## src/rtl/psc_map.vh

```
// register offsets, reset values and field positions of the switch groups
`ifndef PSC_MAP_VH
`define PSC_MAP_VH
`define PSC_OFS_LATCH 12'h000
`define PSC_OFS_CURVE 12'h004
`define PSC_OFS_INPUT 12'h008
`define PSC_OFS_CLEAR 12'h00c
`define PSC_OFS_STATUS 12'h010
`define PSC_OFS_CURSEL 12'h014
`define PSC_RST_LATCH 8'haa
`define PSC_RST_CURVE 8'h00
`define PSC_RST_INPUT 8'h00
`define PSC_IN_CLR_IND 0
`define PSC_IN_UNLATCH 1
`define PSC_IN_CLR_ALL 2
`define PSC_IN_GROUP 3
`define PSC_IN_BLOCK0 4
`define PSC_CUR_DT 2'h0
`define PSC_CUR_A 2'h1
`define PSC_CUR_B 2'h2
`define PSC_CUR_C 2'h3
`endif

```

## src/rtl/psc_switchgroup.v

```verilog
// switch group registers and indication, blocking and group logic
//
// Design decisions made here: the address map and the APB slave port.
`timescale 1ns/1ns
`include "psc_map.vh"
// Notes on behaviour
// - start latch bit 0 self-clears when fault goes; 1 holds start.
// - trip latch bit 0 self-clears after fault; 1 holds trip indication.
// - latch bit pairs per stage: start even bit, trip odd bit.
// - latch group resets to 170: trips latch, starts self-clear.
// - curve bits pick A/B for overvoltage, C for undervoltage, else definite.
// - both overvoltage curve bits set: lowest weight bit wins.
// - input option bit 1 lets the binary input clear indications.
// - option bit 2 clears indications and unlatches output contacts.
// - option bit 3 clears indications, memories, and unlatches contacts.
// - option bit 4: energized input selects group 2, else group 1.
// - option bits 5 to 8 let the energized input block stage trip.
module psc_switchgroup (
   input wire pclk,
   input wire presetn,
   input wire psel,
   input wire penable,
   input wire pwrite,
   input wire [11:0] paddr,
   input wire [31:0] pwdata,
   output reg [31:0] prdata,
   output reg pready,
   output reg pslverr,
   input wire external_binary_input,
   input wire [3:0] stage_start,
   input wire [3:0] stage_trip,
   output reg [3:0] start_indication,
   output reg [3:0] trip_indication,
   output reg [3:0] trip_out,
   output reg [7:0] curve_sel,
   output reg setting_group2,
   output reg unlatch_contacts,
   output reg clear_memory
);
   reg [7:0] indication_latch_config;
   reg [7:0] time_curve_select;
   reg [7:0] input_action_config;
   reg bi_meta;
   reg bi_sync;
   reg bi_prev;
   reg sw_clear;
   reg [1:0] next_curve [0:3];
   reg [7:0] next_curve_sel;
   reg [31:0] next_prdata;
   reg next_err;
   wire bi_rise;
   wire bi_clear;
   wire ind_clear;
   wire acc;
   wire bi_unlatch;
   wire bi_memory;
   wire group_follow;
   wire next_ready;
   reg [3:0] next_start;
   reg [3:0] next_trip;
   reg [3:0] next_trip_out;
   reg next_group2;

   assign acc = psel && penable;
   // single clear per input assertion
   assign bi_rise = bi_sync && !bi_prev;
   assign bi_clear = bi_rise && (input_action_config[`PSC_IN_CLR_IND] ||
      input_action_config[`PSC_IN_UNLATCH] ||
      input_action_config[`PSC_IN_CLR_ALL]);
   assign ind_clear = bi_clear || sw_clear;

   // option bit actions: unlatch and memory on an input edge, group follow on level
   assign bi_unlatch = bi_rise && (input_action_config[`PSC_IN_UNLATCH] ||
      input_action_config[`PSC_IN_CLR_ALL]);
   assign bi_memory = bi_rise &&
      input_action_config[`PSC_IN_CLR_ALL];
   assign group_follow = input_action_config[`PSC_IN_GROUP];
   // answer one cycle after setup
   assign next_ready = psel && !penable;

   // two flip-flop synchroniser for the field input
   always @(posedge pclk or negedge presetn) begin
      if (!presetn) begin
         bi_meta <= 1'b0;
         bi_sync <= 1'b0;
      end else begin
         bi_meta <= external_binary_input;
         bi_sync <= bi_meta;
      end
   end

   // previous synchronised level for edge detection
   always @(posedge pclk or negedge presetn) begin
      if (!presetn) begin
         bi_prev <= 1'b0;
      end else begin
         bi_prev <= bi_sync;
      end
   end

   // indication latch mode group
   always @(posedge pclk or negedge presetn) begin
      if (!presetn) begin
         indication_latch_config <= `PSC_RST_LATCH;
      end else if (acc && pwrite) begin
         if (paddr == `PSC_OFS_LATCH) begin
            indication_latch_config <= pwdata[7:0];
         end
      end
   end

   // time characteristic group
   always @(posedge pclk or negedge presetn) begin
      if (!presetn) begin
         time_curve_select <= `PSC_RST_CURVE;
      end else if (acc && pwrite) begin
         if (paddr == `PSC_OFS_CURVE) begin
            time_curve_select <= pwdata[7:0];
         end
      end
   end

   // binary input option group
   always @(posedge pclk or negedge presetn) begin
      if (!presetn) begin
         input_action_config <= `PSC_RST_INPUT;
      end else if (acc && pwrite) begin
         if (paddr == `PSC_OFS_INPUT) begin
            input_action_config <= pwdata[7:0];
         end
      end
   end

   // software clear strobe, one cycle
   always @(posedge pclk or negedge presetn) begin
      if (!presetn) begin
         sw_clear <= 1'b0;
      end else begin
         sw_clear <= 1'b0;
         if (acc && pwrite) begin
            if (paddr == `PSC_OFS_CLEAR) begin
               sw_clear <= pwdata[0];
            end
         end
      end
   end

   // curve selection per stage
   always @* begin
      next_curve[0] = `PSC_CUR_DT;
      next_curve[1] = `PSC_CUR_DT;
      next_curve[2] = `PSC_CUR_DT;
      next_curve[3] = `PSC_CUR_DT;
      // overvoltage pairs, lowest weight wins
      if (time_curve_select[0]) begin
         next_curve[0] = `PSC_CUR_A;
      end else if (time_curve_select[1]) begin
         next_curve[0] = `PSC_CUR_B;
      end
      if (time_curve_select[2]) begin
         next_curve[1] = `PSC_CUR_A;
      end else if (time_curve_select[3]) begin
         next_curve[1] = `PSC_CUR_B;
      end
      // undervoltage stages, one bit each
      if (time_curve_select[4]) begin
         next_curve[2] = `PSC_CUR_C;
      end
      if (time_curve_select[5]) begin
         next_curve[3] = `PSC_CUR_C;
      end
      next_curve_sel = {next_curve[3], next_curve[2], next_curve[1],
         next_curve[0]};
   end

   // read mux
   always @* begin
      next_prdata = 32'h0000_0000;
      next_err = 1'b0;
      if (paddr == `PSC_OFS_LATCH) begin
         next_prdata = {24'h00_0000, indication_latch_config};
      end else if (paddr == `PSC_OFS_CURVE) begin
         next_prdata = {24'h00_0000, time_curve_select};
      end else if (paddr == `PSC_OFS_INPUT) begin
         next_prdata = {24'h00_0000, input_action_config};
      end else if (paddr == `PSC_OFS_CLEAR) begin
         next_prdata = 32'h0000_0000;
      end else if (paddr == `PSC_OFS_STATUS) begin
         // status: start, trip, trip out, group, input
         next_prdata = {18'h0_0000, bi_sync, setting_group2, trip_out,
            trip_indication, start_indication};
      end else if (paddr == `PSC_OFS_CURSEL) begin
         next_prdata = {24'h00_0000, curve_sel};
      end else begin
         next_err = 1'b1;
      end
   end

   // apb answer, zero wait states
   always @(posedge pclk or negedge presetn) begin
      if (!presetn) begin
         pready <= 1'b0;
         pslverr <= 1'b0;
      end else begin
         pready <= next_ready;
         pslverr <= next_ready && next_err;
      end
   end

   // read data taken from the setup cycle address
   always @(posedge pclk or negedge presetn) begin
      if (!presetn) begin
         prdata <= 32'h0000_0000;
      end else begin
         prdata <= next_prdata;
      end
   end

   // curve choice per stage
   always @(posedge pclk or negedge presetn) begin
      if (!presetn) begin
         curve_sel <= 8'h00;
      end else begin
         curve_sel <= next_curve_sel;
      end
   end

   // active setting group, held while not following
   always @* begin
      next_group2 = setting_group2;
      if (group_follow) begin
         next_group2 = bi_sync;
      end
   end

   always @(posedge pclk or negedge presetn) begin
      if (!presetn) begin
         setting_group2 <= 1'b0;
      end else begin
         setting_group2 <= next_group2;
      end
   end

   // contact release and memory clear pulses
   always @(posedge pclk or negedge presetn) begin
      if (!presetn) begin
         unlatch_contacts <= 1'b0;
         clear_memory <= 1'b0;
      end else begin
         unlatch_contacts <= bi_unlatch;
         clear_memory <= bi_memory;
      end
   end

   // per stage indications and trip blocking
   genvar g;
   generate
      for (g = 0; g < 4; g = g + 1) begin : stage
         // latch bits 2g and 2g+1
         wire start_hold;
         wire trip_hold;
         wire trip_block;
         assign start_hold = indication_latch_config[2*g];
         assign trip_hold = indication_latch_config[2*g+1];
         assign trip_block = bi_sync && input_action_config[`PSC_IN_BLOCK0+g];

         // set wins over a clear in the same cycle
         always @* begin
            next_start[g] = start_indication[g];
            if (stage_start[g]) begin
               next_start[g] = 1'b1;
            end else if (!start_hold || ind_clear) begin
               next_start[g] = 1'b0;
            end
         end

         // trip indication, same set and clear order
         always @* begin
            next_trip[g] = trip_indication[g];
            if (stage_trip[g]) begin
               next_trip[g] = 1'b1;
            end else if (!trip_hold || ind_clear) begin
               next_trip[g] = 1'b0;
            end
         end

         // trip suppressed while the input is energized and the stage's block option bit is set
         always @* begin
            next_trip_out[g] = stage_trip[g] && !trip_block;
         end

         always @(posedge pclk or negedge presetn) begin
            if (!presetn) begin
               start_indication[g] <= 1'b0;
               trip_indication[g] <= 1'b0;
               trip_out[g] <= 1'b0;
            end else begin
               start_indication[g] <= next_start[g];
               trip_indication[g] <= next_trip[g];
               trip_out[g] <= next_trip_out[g];
            end
         end
      end
   endgenerate
endmodule

```

## config.mk

```make
export PLATFORM = sky130hd
export DESIGN_NAME = psc_switchgroup
export DESIGN_NICKNAME = d
export VERILOG_FILES = /design/src/rtl/psc_switchgroup.v
export VERILOG_INCLUDE_DIRS = /design/src /design/src/rtl
export SDC_FILE = /design/constraint.sdc
export NUM_CORES = 1
export LEC_CHECK = 0
export BUFFER_PORTS_ARGS = -buffer_cell sky130_fd_sc_hd__buf_2
export CAP_MARGIN = 20
export CORE_ASPECT_RATIO = 0.75
export CORE_MARGIN = 1
export CORE_UTILIZATION = 54
export CTS_BUF_LIST = sky130_fd_sc_hd__clkbuf_8
export DETAILED_ROUTE_END_ITERATION = 10
export HOLD_SLACK_MARGIN = 0.05
export PLACE_DENSITY = 0.85
export SETUP_SLACK_MARGIN = 0.3
export SLEW_MARGIN = 20
export SYNTH_ARGS = -nofsm -noshare
export SYNTH_HDL_FRONTEND = slang
export SYNTH_SLANG_ARGS = --single-unit
```

## constraint.sdc

```tcl
create_clock -name pclk -period 2.91 [get_ports pclk]
set_input_delay 0.7275 -clock pclk [delete_from_list [all_inputs] [get_ports pclk]]
set_output_delay 0.7275 -clock pclk [all_outputs]
set_load 0.01 [all_outputs]
```

### Word level (Yosys, flattened, before mapping)

Index checks and enable logic that the tools add are counted.

* input port bits: 58
* logic and storage cells: 121
* register bits: 85

* muxes and demuxes: 36
* reduce and logical (&&, ||, !) cells: 54
* equality and inequality tests: 5

Operators with widths (number)
* $mux W14: 5
* $eq A12 B4 Y1 const B: 2
* $eq A12 B5 Y1 const B: 2
* $mux W1: 24
* $logic_and A1 B1 Y1: 16
* $reduce_bool A2 Y1: 8
* $logic_not A1 Y1: 14
* $eq A12 B3 Y1 const B: 1
* $logic_not A12 Y1: 1
* $logic_or A1 B1 Y1: 12
* $mux W2: 6
* $mux W8: 1
* $reduce_and A2 Y1: 3

### Logic depth before layout (Yosys ltp)

Gate-level depths: netlist of the first run.

* word-level depth: 8
* depth in mapped cells: 6
* mapped depth without buffers: 4

### Worst setup path before layout of the first run

OpenSTA, ideal clock, no wires.

* path kind: input port to flip-flop
* from: in paddr[7]
* to: reg input_action_config[0]
* arrival time: 1.973 ns
* buffers on the path: 1
* library setup time: 0.125 ns
* path slack: 0.812 ns
* cell stages on the path: 5
* path through: nor4_4 > nand3_2 > or3_1 > buf_6 > mux2_4

* cells in the longest elaborated chain, start to end: 2

Ends and longest elaborated chain
* start, declared: RTL line psc_switchgroup.v:24 `input wire [11:0] paddr,`
* $eq A12 B4 Y1 (no line)
* $reduce_and A2 Y1 (no line)
* end signal, assigned: RTL line psc_switchgroup.v:126 `` input_action_config <= `PSC_RST_INPUT; ``
* end signal, assigned: RTL line psc_switchgroup.v:129 `input_action_config <= pwdata[7:0];`
* end, declared: RTL line psc_switchgroup.v:42 `reg [7:0] input_action_config;`

Every way passes these cells.
A chain may end at the register's enable or synchronous reset.

### Worst setup path after layout of the first run

* from: in paddr[7]
* to: reg indication_latch_config[6]

* cells in the longest elaborated chain, start to end: 2

Ends and longest elaborated chain
* $logic_not A12 Y1 (no line)
* $reduce_and A2 Y1 (no line)
* end signal, assigned: RTL line psc_switchgroup.v:104 `` indication_latch_config <= `PSC_RST_LATCH; ``
* end signal, assigned: RTL line psc_switchgroup.v:107 `indication_latch_config <= pwdata[7:0];`
* end, declared: RTL line psc_switchgroup.v:40 `reg [7:0] indication_latch_config;`

Every way passes these cells.

==> results.cfg, run 1 <==
[floorplan]
coreArea_sq_um = 4980
dieArea_sq_um = 5590
start_util = 0.574
die_h_um = 65.0
die_w_um = 86.0
rows = 22
io_pins = 115

[timing]
tns_ns = 0
finalSetupViolations = 0
rsz0062_at_grt = no
min_period_over_period = 0.753
fin_skew_ns = 0.00805
slew_violations = 0
fmax_mhz = 457
fin_crit_ns = 2.19
hold_viol_final = 0
max_slew_margin = 0.466
worst_pin_slew_ns = 0.798

[route]
drt-pass1-iter-count = 4
ant_nets = 0
num_vias = 1958
drc = 0
post_drt_wl_per_cell_um = 16.3
wl_mm = 6.12
viasPerCell = 5.22
first_iter_violations = 105

[setup_path]
critical_path_buf_inv_count = 1
crit_fanout = 8
crit_required_ns = 3.13
startpoint = paddr[7]
worst_r2r_endpoint = trip_indication[1]
r2r_slack_ns = 1.25
crit_slowest_cell = or3_1
crit_path_cell_trace = buf_2 -> nor4_4 -> nand3_2 -> or3_1 -> mux2_4
reg2reg_depth = 4
cp-endpoint = indication_latch_config[6]
cp.depth = 5
startpoint_type = input port
path_class = in -> reg
crit_path_max_incr_delay_ns = 0.67
path_delay_family = simple AND/OR/NAND/NOR gates
critPathArrivalTime_ns = 2.41
r2r-start = input_action_config[2]
crit_path_end_kind = flop

[logic_synthesis]
ys_seq_area_frac = 0.571
syn_avg_cell_area_sq_um = 13.0
synth_cell_types = 35
yosysTopAreaCellShare = 0.534
ys_ff_latch = 65
netlist_area_sq_um = 2860
netlist_instances = 220
ys_top_cells_by_area = dfrtp_1, mux2_4, buf_4
yosysWarnings = 0
post-synth-top-area-cell = dfrtp_1

[final_layout]
drive_gt1_frac = 0.446
design_area_sq_um = 3430
final_cells = 375
areaGrowthSynthToFinish_pct = 20.0
insertedDiodeCount = 0
nFillCells = 359
fin_nets = 356

[clock_network]
cts_hold_buffers = 0
cts-buffers-inserted = 9
cts_tree = built
clkLatencyLatePin_ns = 0.34
cts_resized = 0
cts.sinks = 65
root_buffer = clkbuf_8
clock_path_buffers = 2
cts-htree-levels = 3
clk_pin_slew_worst_paths_ns = 0.06
cts_setup_buffers = 0

[hold_path]
hp-class = reg -> reg

[placed_design]
portBuffers = 72
placedCellCount = 359
dp_hpwl_mm = 4.23
placed_cell_area_sq_um = 3220
place_congestion = 0.780

[global_route]
antenna_found_initial = 0
grt_pass1_wl_mm = 9.58
grt_pass1_vias = 1799
overflow = 0
grt_usage = 0.238
grt_max_degree = 66

[power_and_ir_drop]
p_total_mw = 1.83
leakage_nw = 1.84
power_density_nw_per_um2 = 533
irDropWorstVdd_mv = 0.320

[run]
drv_cap = 0

[run_status]
status = complete, no violations
-- synthesized netlist by cell type --
| library cell | n |
|---|---|
| o22ai_1 | 4 |
| buf_4 | 20 |
| nand4_1 | 2 |
| nand3_2 | 1 |
| and3_1 | 4 |
| nor2b_1 | 4 |
| nor2_1 | 4 |
| nor3b_1 | 2 |
| or3_1 | 2 |
| and3_2 | 1 |
| dfrtp_1 | 61 |
| conb_1 | 1 |
| nor2_2 | 1 |
| buf_2 | 2 |
| a21boi_0 | 9 |
| o21ai_0 | 3 |
| buf_6 | 2 |
| and2_1 | 5 |
| a21oi_1 | 11 |
| nand2b_1 | 8 |
| nand3b_1 | 1 |
| and3b_1 | 1 |
| clkbuf_1 | 5 |
| a211oi_1 | 1 |
| nor4b_1 | 1 |
| mux2_4 | 16 |
| nor3_1 | 4 |
| dfstp_2 | 4 |
| nor3_2 | 1 |
| mux2_2 | 9 |
| mux2i_1 | 12 |
| nand2_1 | 8 |
| nor4_4 | 1 |
| inv_1 | 1 |
| a31o_2 | 8 |
-- worst reg2reg max path, cell delays in order, from the launching register on --
cell and delay (ns):
dfrtp_1 0.43, nor3_1 0.20, nor3b_1 0.08, nor2_1 0.61, a31o_2 0.28
-- stage by stage --
| step | util | setup WS (ns) | hold WS [ns] |
|---|---|---|---|
| detailed placement | 0.647 | 0.380 | 0.346 |
| floorplan | - | 0.812 | 0.331 |
| global placement | 0.647 | 0.404 | 0.334 |
| CTS | 0.689 | 0.732 | 0.360 |
| finish | 0.689 | 0.720 | 0.358 |
| global route | 0.689 | 0.639 | 0.370 |
-- how the worst min path moves through the flow --
stage / from / end / slack [ns] / cells past startpoint
3_5_place_dp: bi_meta / bi_sync / 0.35 / 0
6_report: bi_meta / bi_sync / 0.36 / 0
3_3_place_gp: bi_meta / bi_sync / 0.33 / 0
5_1_grt: bi_meta / bi_sync / 0.37 / 0
4_1_cts: bi_meta / bi_sync / 0.36 / 0
2_1_floorplan: bi_meta / bi_sync / 0.33 / 0
-- state kept, by name, summed over array words and instances (netlist names), 4 cells and up --
register	count
curve_sel	6
start_indication	4
prdata	14
indication_latch_config	8
trip_indication	4
trip_out	4
input_action_config	8
time_curve_select	8
-- report_power, final --
part,switching (mW),internal (mW)
Sequential,0.0101,0.917
Clock,0.315,0.458
Combinational,0.0791,0.0488
-- cells by family after synthesis --
logic type	count (synthesis)	share of synthesized area
muxes	37	0.161
buffers and inverters	30	0.0718
AOI/OAI and AO/OA	36	0.0840
other	1	0.00131
and+or+nand+nor	51	0.111
DFF	65	0.571
-- cells in the final DEF (no fill, tap or decap) --
master	synthesis	routed
buf_2	2	72
dfrtp_1	61	61
conb_1	1	18
mux2_4	16	16
mux2i_1	12	12
clkbuf_8	0	12
a21oi_1	11	11
a21boi_0	9	9
mux2_2	9	9
nand2_1	8	8
nand2b_1	8	8
a31o_2	8	8
buf_4	20	7
and2_1	5	5
nor2_1	4	4
nor3_1	4	4
o22ai_1	4	4
and3_1	4	4
nor2b_1	4	4
dfstp_2	4	4
o21ai_0	3	3
inv_1	1	3
nor3b_1	2	2
nand4_1	2	2
or3_1	2	2
nor4_4	1	1
nand3_2	1	1
nand3b_1	1	1
nor4b_1	1	1
nor2_2	1	1
a211oi_1	1	1
and3_2	1	1
and3b_1	1	1
nor3_2	1	1
bufinv_16	0	1
clkinv_2	0	1
-- metal layers --
metal  global-route usage  share of wire
met5                    0              0
met3               0.0930          0.070
met4               0.0542         0.0083
met1                0.330           0.46
met2                0.356           0.46
-- cell type report --
type	count	area, sq um	area share
timing repair buffer	79	413	0.120
inverter	1	3.75	0.00109
sequential	65	1630	0.475
tap	72	90.1	0.0262
clock inverter	4	42.5	0.0124
clock buffer	12	165	0.0481
multi-input combinational	142	1090	0.316
Power figures use the tool's default switching activity.
==> run 2: changes to the inputs <==
--- a/config.mk
+++ b/config.mk
@@ -10,11 +10,11 @@
 export CAP_MARGIN = 20
 export CORE_ASPECT_RATIO = 0.75
 export CORE_MARGIN = 1
-export CORE_UTILIZATION = 54
+export CORE_UTILIZATION = 45
 export CTS_BUF_LIST = sky130_fd_sc_hd__clkbuf_8
 export DETAILED_ROUTE_END_ITERATION = 10
 export HOLD_SLACK_MARGIN = 0.05
-export PLACE_DENSITY = 0.85
+export PLACE_DENSITY = 0.75
 export SETUP_SLACK_MARGIN = 0.3
 export SLEW_MARGIN = 20
 export SYNTH_ARGS = -nofsm -noshare
==> constraint.sdc (replaced) <==
create_clock -name pclk -period 1.8 [get_ports pclk]
set_input_delay 0.45 -clock pclk [delete_from_list [all_inputs] [get_ports pclk]]
set_output_delay 0.45 -clock pclk [all_outputs]
set_load 0.01 [all_outputs]
==> run 2 against run 1 <==
  * First-iteration DRC count is 15% lower
  * Sequential power grew 61%
  * Cell area increased by 5.6%
==> results.cfg, run 2 (same netlist as run 1, synthesis figures left out) <==
[floorplan]
die_h_um = 71.0
start_util = 0.478
coreArea_sq_um = 5980
rows = 24
dieArea_sq_um = 6680
io_pins = 115
die_w_um = 94.0

[global_route]
grt_pass1_vias = 1939
grt_max_degree = 66
antenna_found_initial = 0
overflow = 0
grt_usage = 0.208
grt_pass1_wl_mm = 9.98

[timing]
min_period_over_period = 0.919
rsz0062_at_grt = yes
fmax_mhz = 605
fin_skew_ns = 0.00800
hold_slack_ns = 0.118
fin_crit_ns = 1.65
slew_violations = 0
setup_ws_ns = 0.146
finalSetupViolations = 0
hold_viol_final = 0
tns_ns = 0

[setup_path]
crit_path_cell_trace = buf_6 -> nor4_4 -> nand3_2 -> buf_4 -> nor3_4 -> buf_4 -> mux2_4
path_class = in -> reg
r2r-start = input_action_config[2]
critical_path_buf_inv_count = 3
startpoint = paddr[6]
crit_path_max_incr_delay_ns = 0.30
startpoint_type = input port
crit_path_end_kind = flop
critPathArrivalTime_ns = 1.88
crit_slowest_cell = nor4_4
crit_required_ns = 2.02
path_delay_family = simple AND/OR/NAND/NOR gates
path_common_cell = buf_4
crit_fanout = 4

[final_layout]
largest_reg_flops = 14
fin_nets = 372
drive_gt1_frac = 0.480
areaGrowthSynthToFinish_pct = 26.8
nFillCells = 517
most-common-layout-cells = buf_2, dfrtp_1, mux2_4, conb_1, buf_4
final_cells = 397
design_area_sq_um = 3620
top_register = prdata
final_common_cell = buf_2
insertedDiodeCount = 0

[placed_design]
placed_cell_area_sq_um = 3400
placedCellCount = 380
place_congestion = 0.788
pre_cts_ws_ns = -0.246
portBuffers = 72
dp_hpwl_mm = 4.69

[clock_network]
cts.sinks = 65
clock_path_buffers = 2
cts-htree-levels = 3
root_buffer = clkbuf_8
cts-buffers-inserted = 9
cts_hold_buffers = 0
clk_pin_slew_worst_paths_ns = 0.07
cts_tree = built
clkLatencyLatePin_ns = 0.34

[power_and_ir_drop]
leakage_nw = 1.93
irDropWorstVdd_mv = 0.388
power_density_nw_per_um2 = 774

[route]
post_drt_wl_per_cell_um = 16.3
viasPerCell = 5.03
drt-pass1-iter-count = 4
num_vias = 1996
first_iter_violations = 89
drc = 0
ant_nets = 0
wl_mm = 6.46

[hold_path]
hp-class = in -> async

[run]
drv_cap = 0

[run_status]
status = complete, no violations
run 2: cell count changes in the layout (fill, tap and decap cells not counted), sizes merged:
cell and delta:
bufinv -1, buf +16, inv +1, clkinvlp +1, clkbuf -1
run 2: metal layers:
layer / global-route usage / vias up / share of wire
li1: - / 926 / -
met1: 0.289 / 988 / 0.48
met2: 0.311 / 73 / 0.44
met3: 0.0645 / 9 / 0.059
met4: 0.0667 / 0 / 0.011
met5: 0 / - / 0
run 2: worst register-to-register path, delay by kind of cell (launching register included):
kind / cells / cell delay [ns]
compound gates: 1 / 0.24
buf+inv: 1 / 0.17
flops: 1 / 0.42
simple gates: 3 / 0.36
run 2: timing repair:
| item | 4_1_cts | 5_1_grt |
|---|---|---|
| buffers inserted | 1 | 0 |
| resized for setup | 6 | 3 |
| setup endpoints to repair | 29 | 29 |
| pin swaps | 2 | 2 |
run 2: area by class of cell:
| type | count | area (sq um) | area share |
|---|---|---|---|
| Tap cell | 78 | 97.6 | 0.0269 |
| Timing Repair Buffer | 95 | 573 | 0.158 |
| Clock buffer | 11 | 151 | 0.0418 |
| Clock inverter | 5 | 23.8 | 0.00656 |
| Sequential cell | 65 | 1630 | 0.450 |
| Multi-Input combinational cell | 142 | 1140 | 0.315 |
| Inverter | 1 | 3.75 | 0.00104 |
run 2: path summary, 6_finish.rpt:
path	to	slack, ns	cells after the start
hold / removal	start_indication[2]	0.12	2
max in group asynchronous	indication_latch_config[7]	1.37	2
min in group pclk	bi_meta	0.22	1
setup reg to reg	start_indication[3]	0.50	5
setup / recovery	time_curve_select[1]	0.15	7
hold reg to reg	bi_sync	0.36	0
run 2: report_power, final:
group	switching (mW)	internal, mW
Sequential	0.0127	1.48
Combinational	0.136	0.0930
Clock	0.524	0.557
run 2: stage by stage:
| step | util | total power, mW |
|---|---|---|
| 3_3_place_gp | 0.569 | 1.74 |
| 4_1_cts | 0.604 | 2.84 |
| 6_report | 0.607 | 2.81 |
| 5_1_grt | 0.607 | 2.92 |
| 3_5_place_dp | 0.569 | 1.75 |
| 2_1_floorplan | - | 1.65 |
==> run 3: changes to the inputs <==
--- a/config.mk
+++ b/config.mk
@@ -15,6 +15,7 @@
 export DETAILED_ROUTE_END_ITERATION = 10
 export HOLD_SLACK_MARGIN = 0.05
 export PLACE_DENSITY = 0.75
+export REMOVE_ABC_BUFFERS = 1
 export SETUP_SLACK_MARGIN = 0.3
 export SLEW_MARGIN = 20
 export SYNTH_ARGS = -nofsm -noshare
==> run 3 against run 2 <==
  * Cell count shrank 1.0%
  * Hold slack got worse by 0.010 ns
  * Register-to-register slack got worse by 0.09 ns
==> results.cfg, run 3 (same netlist as run 1, synthesis figures left out) <==
[run_status]
status = complete, no violations

[setup_path]
critPathArrivalTime_ns = 1.91
crit_path_end_kind = flop
crit_required_ns = 2.02
startpoint_type = input port
crit_fanout = 8
path_class = in -> reg

[timing]
fmax_mhz = 594
finalSetupViolations = 0
worst_pin_slew_ns = 0.516
hold_viol_final = 0
fin_crit_ns = 1.68
min_period_over_period = 0.936
slew_violations = 0
tns_ns = 0
rsz0062_at_grt = yes
fin_skew_ns = 0.00593
max_slew_margin = 0.656

[final_layout]
fin_nets = 369
insertedDiodeCount = 0
largest_reg_flops = 14
design_area_sq_um = 3610
areaGrowthSynthToFinish_pct = 26.4
final_cells = 393
final_util = 0.605
top_register = prdata
most-common-layout-cells = buf_2, dfrtp_1, mux2_4, conb_1
drive_gt1_frac = 0.486
final_common_cell = buf_2

[clock_network]
root_buffer = clkbuf_8
cts-htree-levels = 3
cts_tree = built
clk_pin_slew_worst_paths_ns = 0.06
clock_path_buffers = 2
cts-buffers-inserted = 9
cts.sinks = 65
clkLatencyLatePin_ns = 0.34

[global_route]
grt_pass1_vias = 1861
overflow = 0
antenna_found_initial = 0
grt_usage = 0.207
grt_pass1_wl_mm = 9.87
grt_max_degree = 66

[power_and_ir_drop]
leakage_nw = 1.93
irDropWorstVdd_mv = 0.540
power_density_nw_per_um2 = 758
p_total_mw = 2.74

[hold_path]
hp-class = in -> async

[run]
drv_cap = 0

[route]
drc = 0
first_iter_violations = 95
post_drt_wl_per_cell_um = 16.4
drt-pass1-iter-count = 4
num_vias = 1933
ant_nets = 0
wl_mm = 6.44
viasPerCell = 4.92

[placed_design]
placedCellCount = 376
place_congestion = 0.777
dp_hpwl_mm = 4.40
placed_cell_area_sq_um = 3330
portBuffers = 72

[floorplan]
die_h_um = 71.0
die_w_um = 94.0
io_pins = 115
start_util = 0.478
coreArea_sq_um = 5980
rows = 24
dieArea_sq_um = 6680
==> run 3: routing by layer <==
| metal | vias up | share of wire | global-route usage |
|---|---|---|---|
| li1 | 912 | - | - |
| met2 | 77 | 0.45 | 0.298 |
| met5 | - | 0 | 0 |
| met3 | 5 | 0.070 | 0.0753 |
| met1 | 939 | 0.47 | 0.298 |
| met4 | 0 | 0.0079 | 0.0496 |
==> run 3: power by group <==
group / total [mW] / internal [mW] / switching, mW / leakage [nW]
sequential: 1.50 / 1.48 / 0.0132 / 0.857
combinational: 0.230 / 0.0938 / 0.136 / 0.981
clock: 1.02 / 0.507 / 0.508 / 0.0971
total: 2.74 / 2.08 / 0.658 / 1.93
==> run 3: area by class of cell <==
| cell class | count | area [sq um] |
|---|---|---|
| Clock buffer | 10 | 138 |
| Clock inverter | 5 | 20.0 |
| Fill cell | 509 | 2360 |
| Inverter | 1 | 3.75 |
| Multi-Input combinational cell | 142 | 1160 |
| Sequential cell | 65 | 1630 |
| Tap cell | 78 | 97.6 |
| Timing Repair Buffer | 92 | 566 |
==> run 3: critical path: stages <==
cell and delay [ns]:
buf_6 0.10, nor4_4 0.30, nand3_2 0.17, or3_4 0.43, buf_8 0.16, mux2_4 0.29
==> run 3: repair_timing <==
item                                    in CTS  in global routing
hold buffers                                 0                  0
buffers inserted                             2                  0
resized for setup                           16                 11
pin swaps                                    4                  6
endpoints found under the setup margin      32                 29
==> run 3: stage by stage <==
stage,hold WS (ns),setup WS (ns)
finish,0.108,0.115
global route,0.121,0.0667
CTS,0.110,0.152
detailed placement,0.342,-0.249
global placement,0.337,-0.209
floorplan,0.154,-0.106
==> run 3: worst paths after layout <==
path | from | to | slack [ns] | cells after the start
worst max-delay path | paddr[6] | input_action_config[1] | 0.12 | 6
worst min-delay path | presetn | curve_sel[2] | 0.11 | 2
min in group pclk | external_binary_input | bi_meta | 0.21 | 1
max in group asynchronous | presetn | indication_latch_config[7] | 1.37 | 2
worst max register to register | input_action_config[1] | trip_indication[0] | 0.41 | 4
worst min register to register | bi_meta | bi_sync | 0.36 | 0
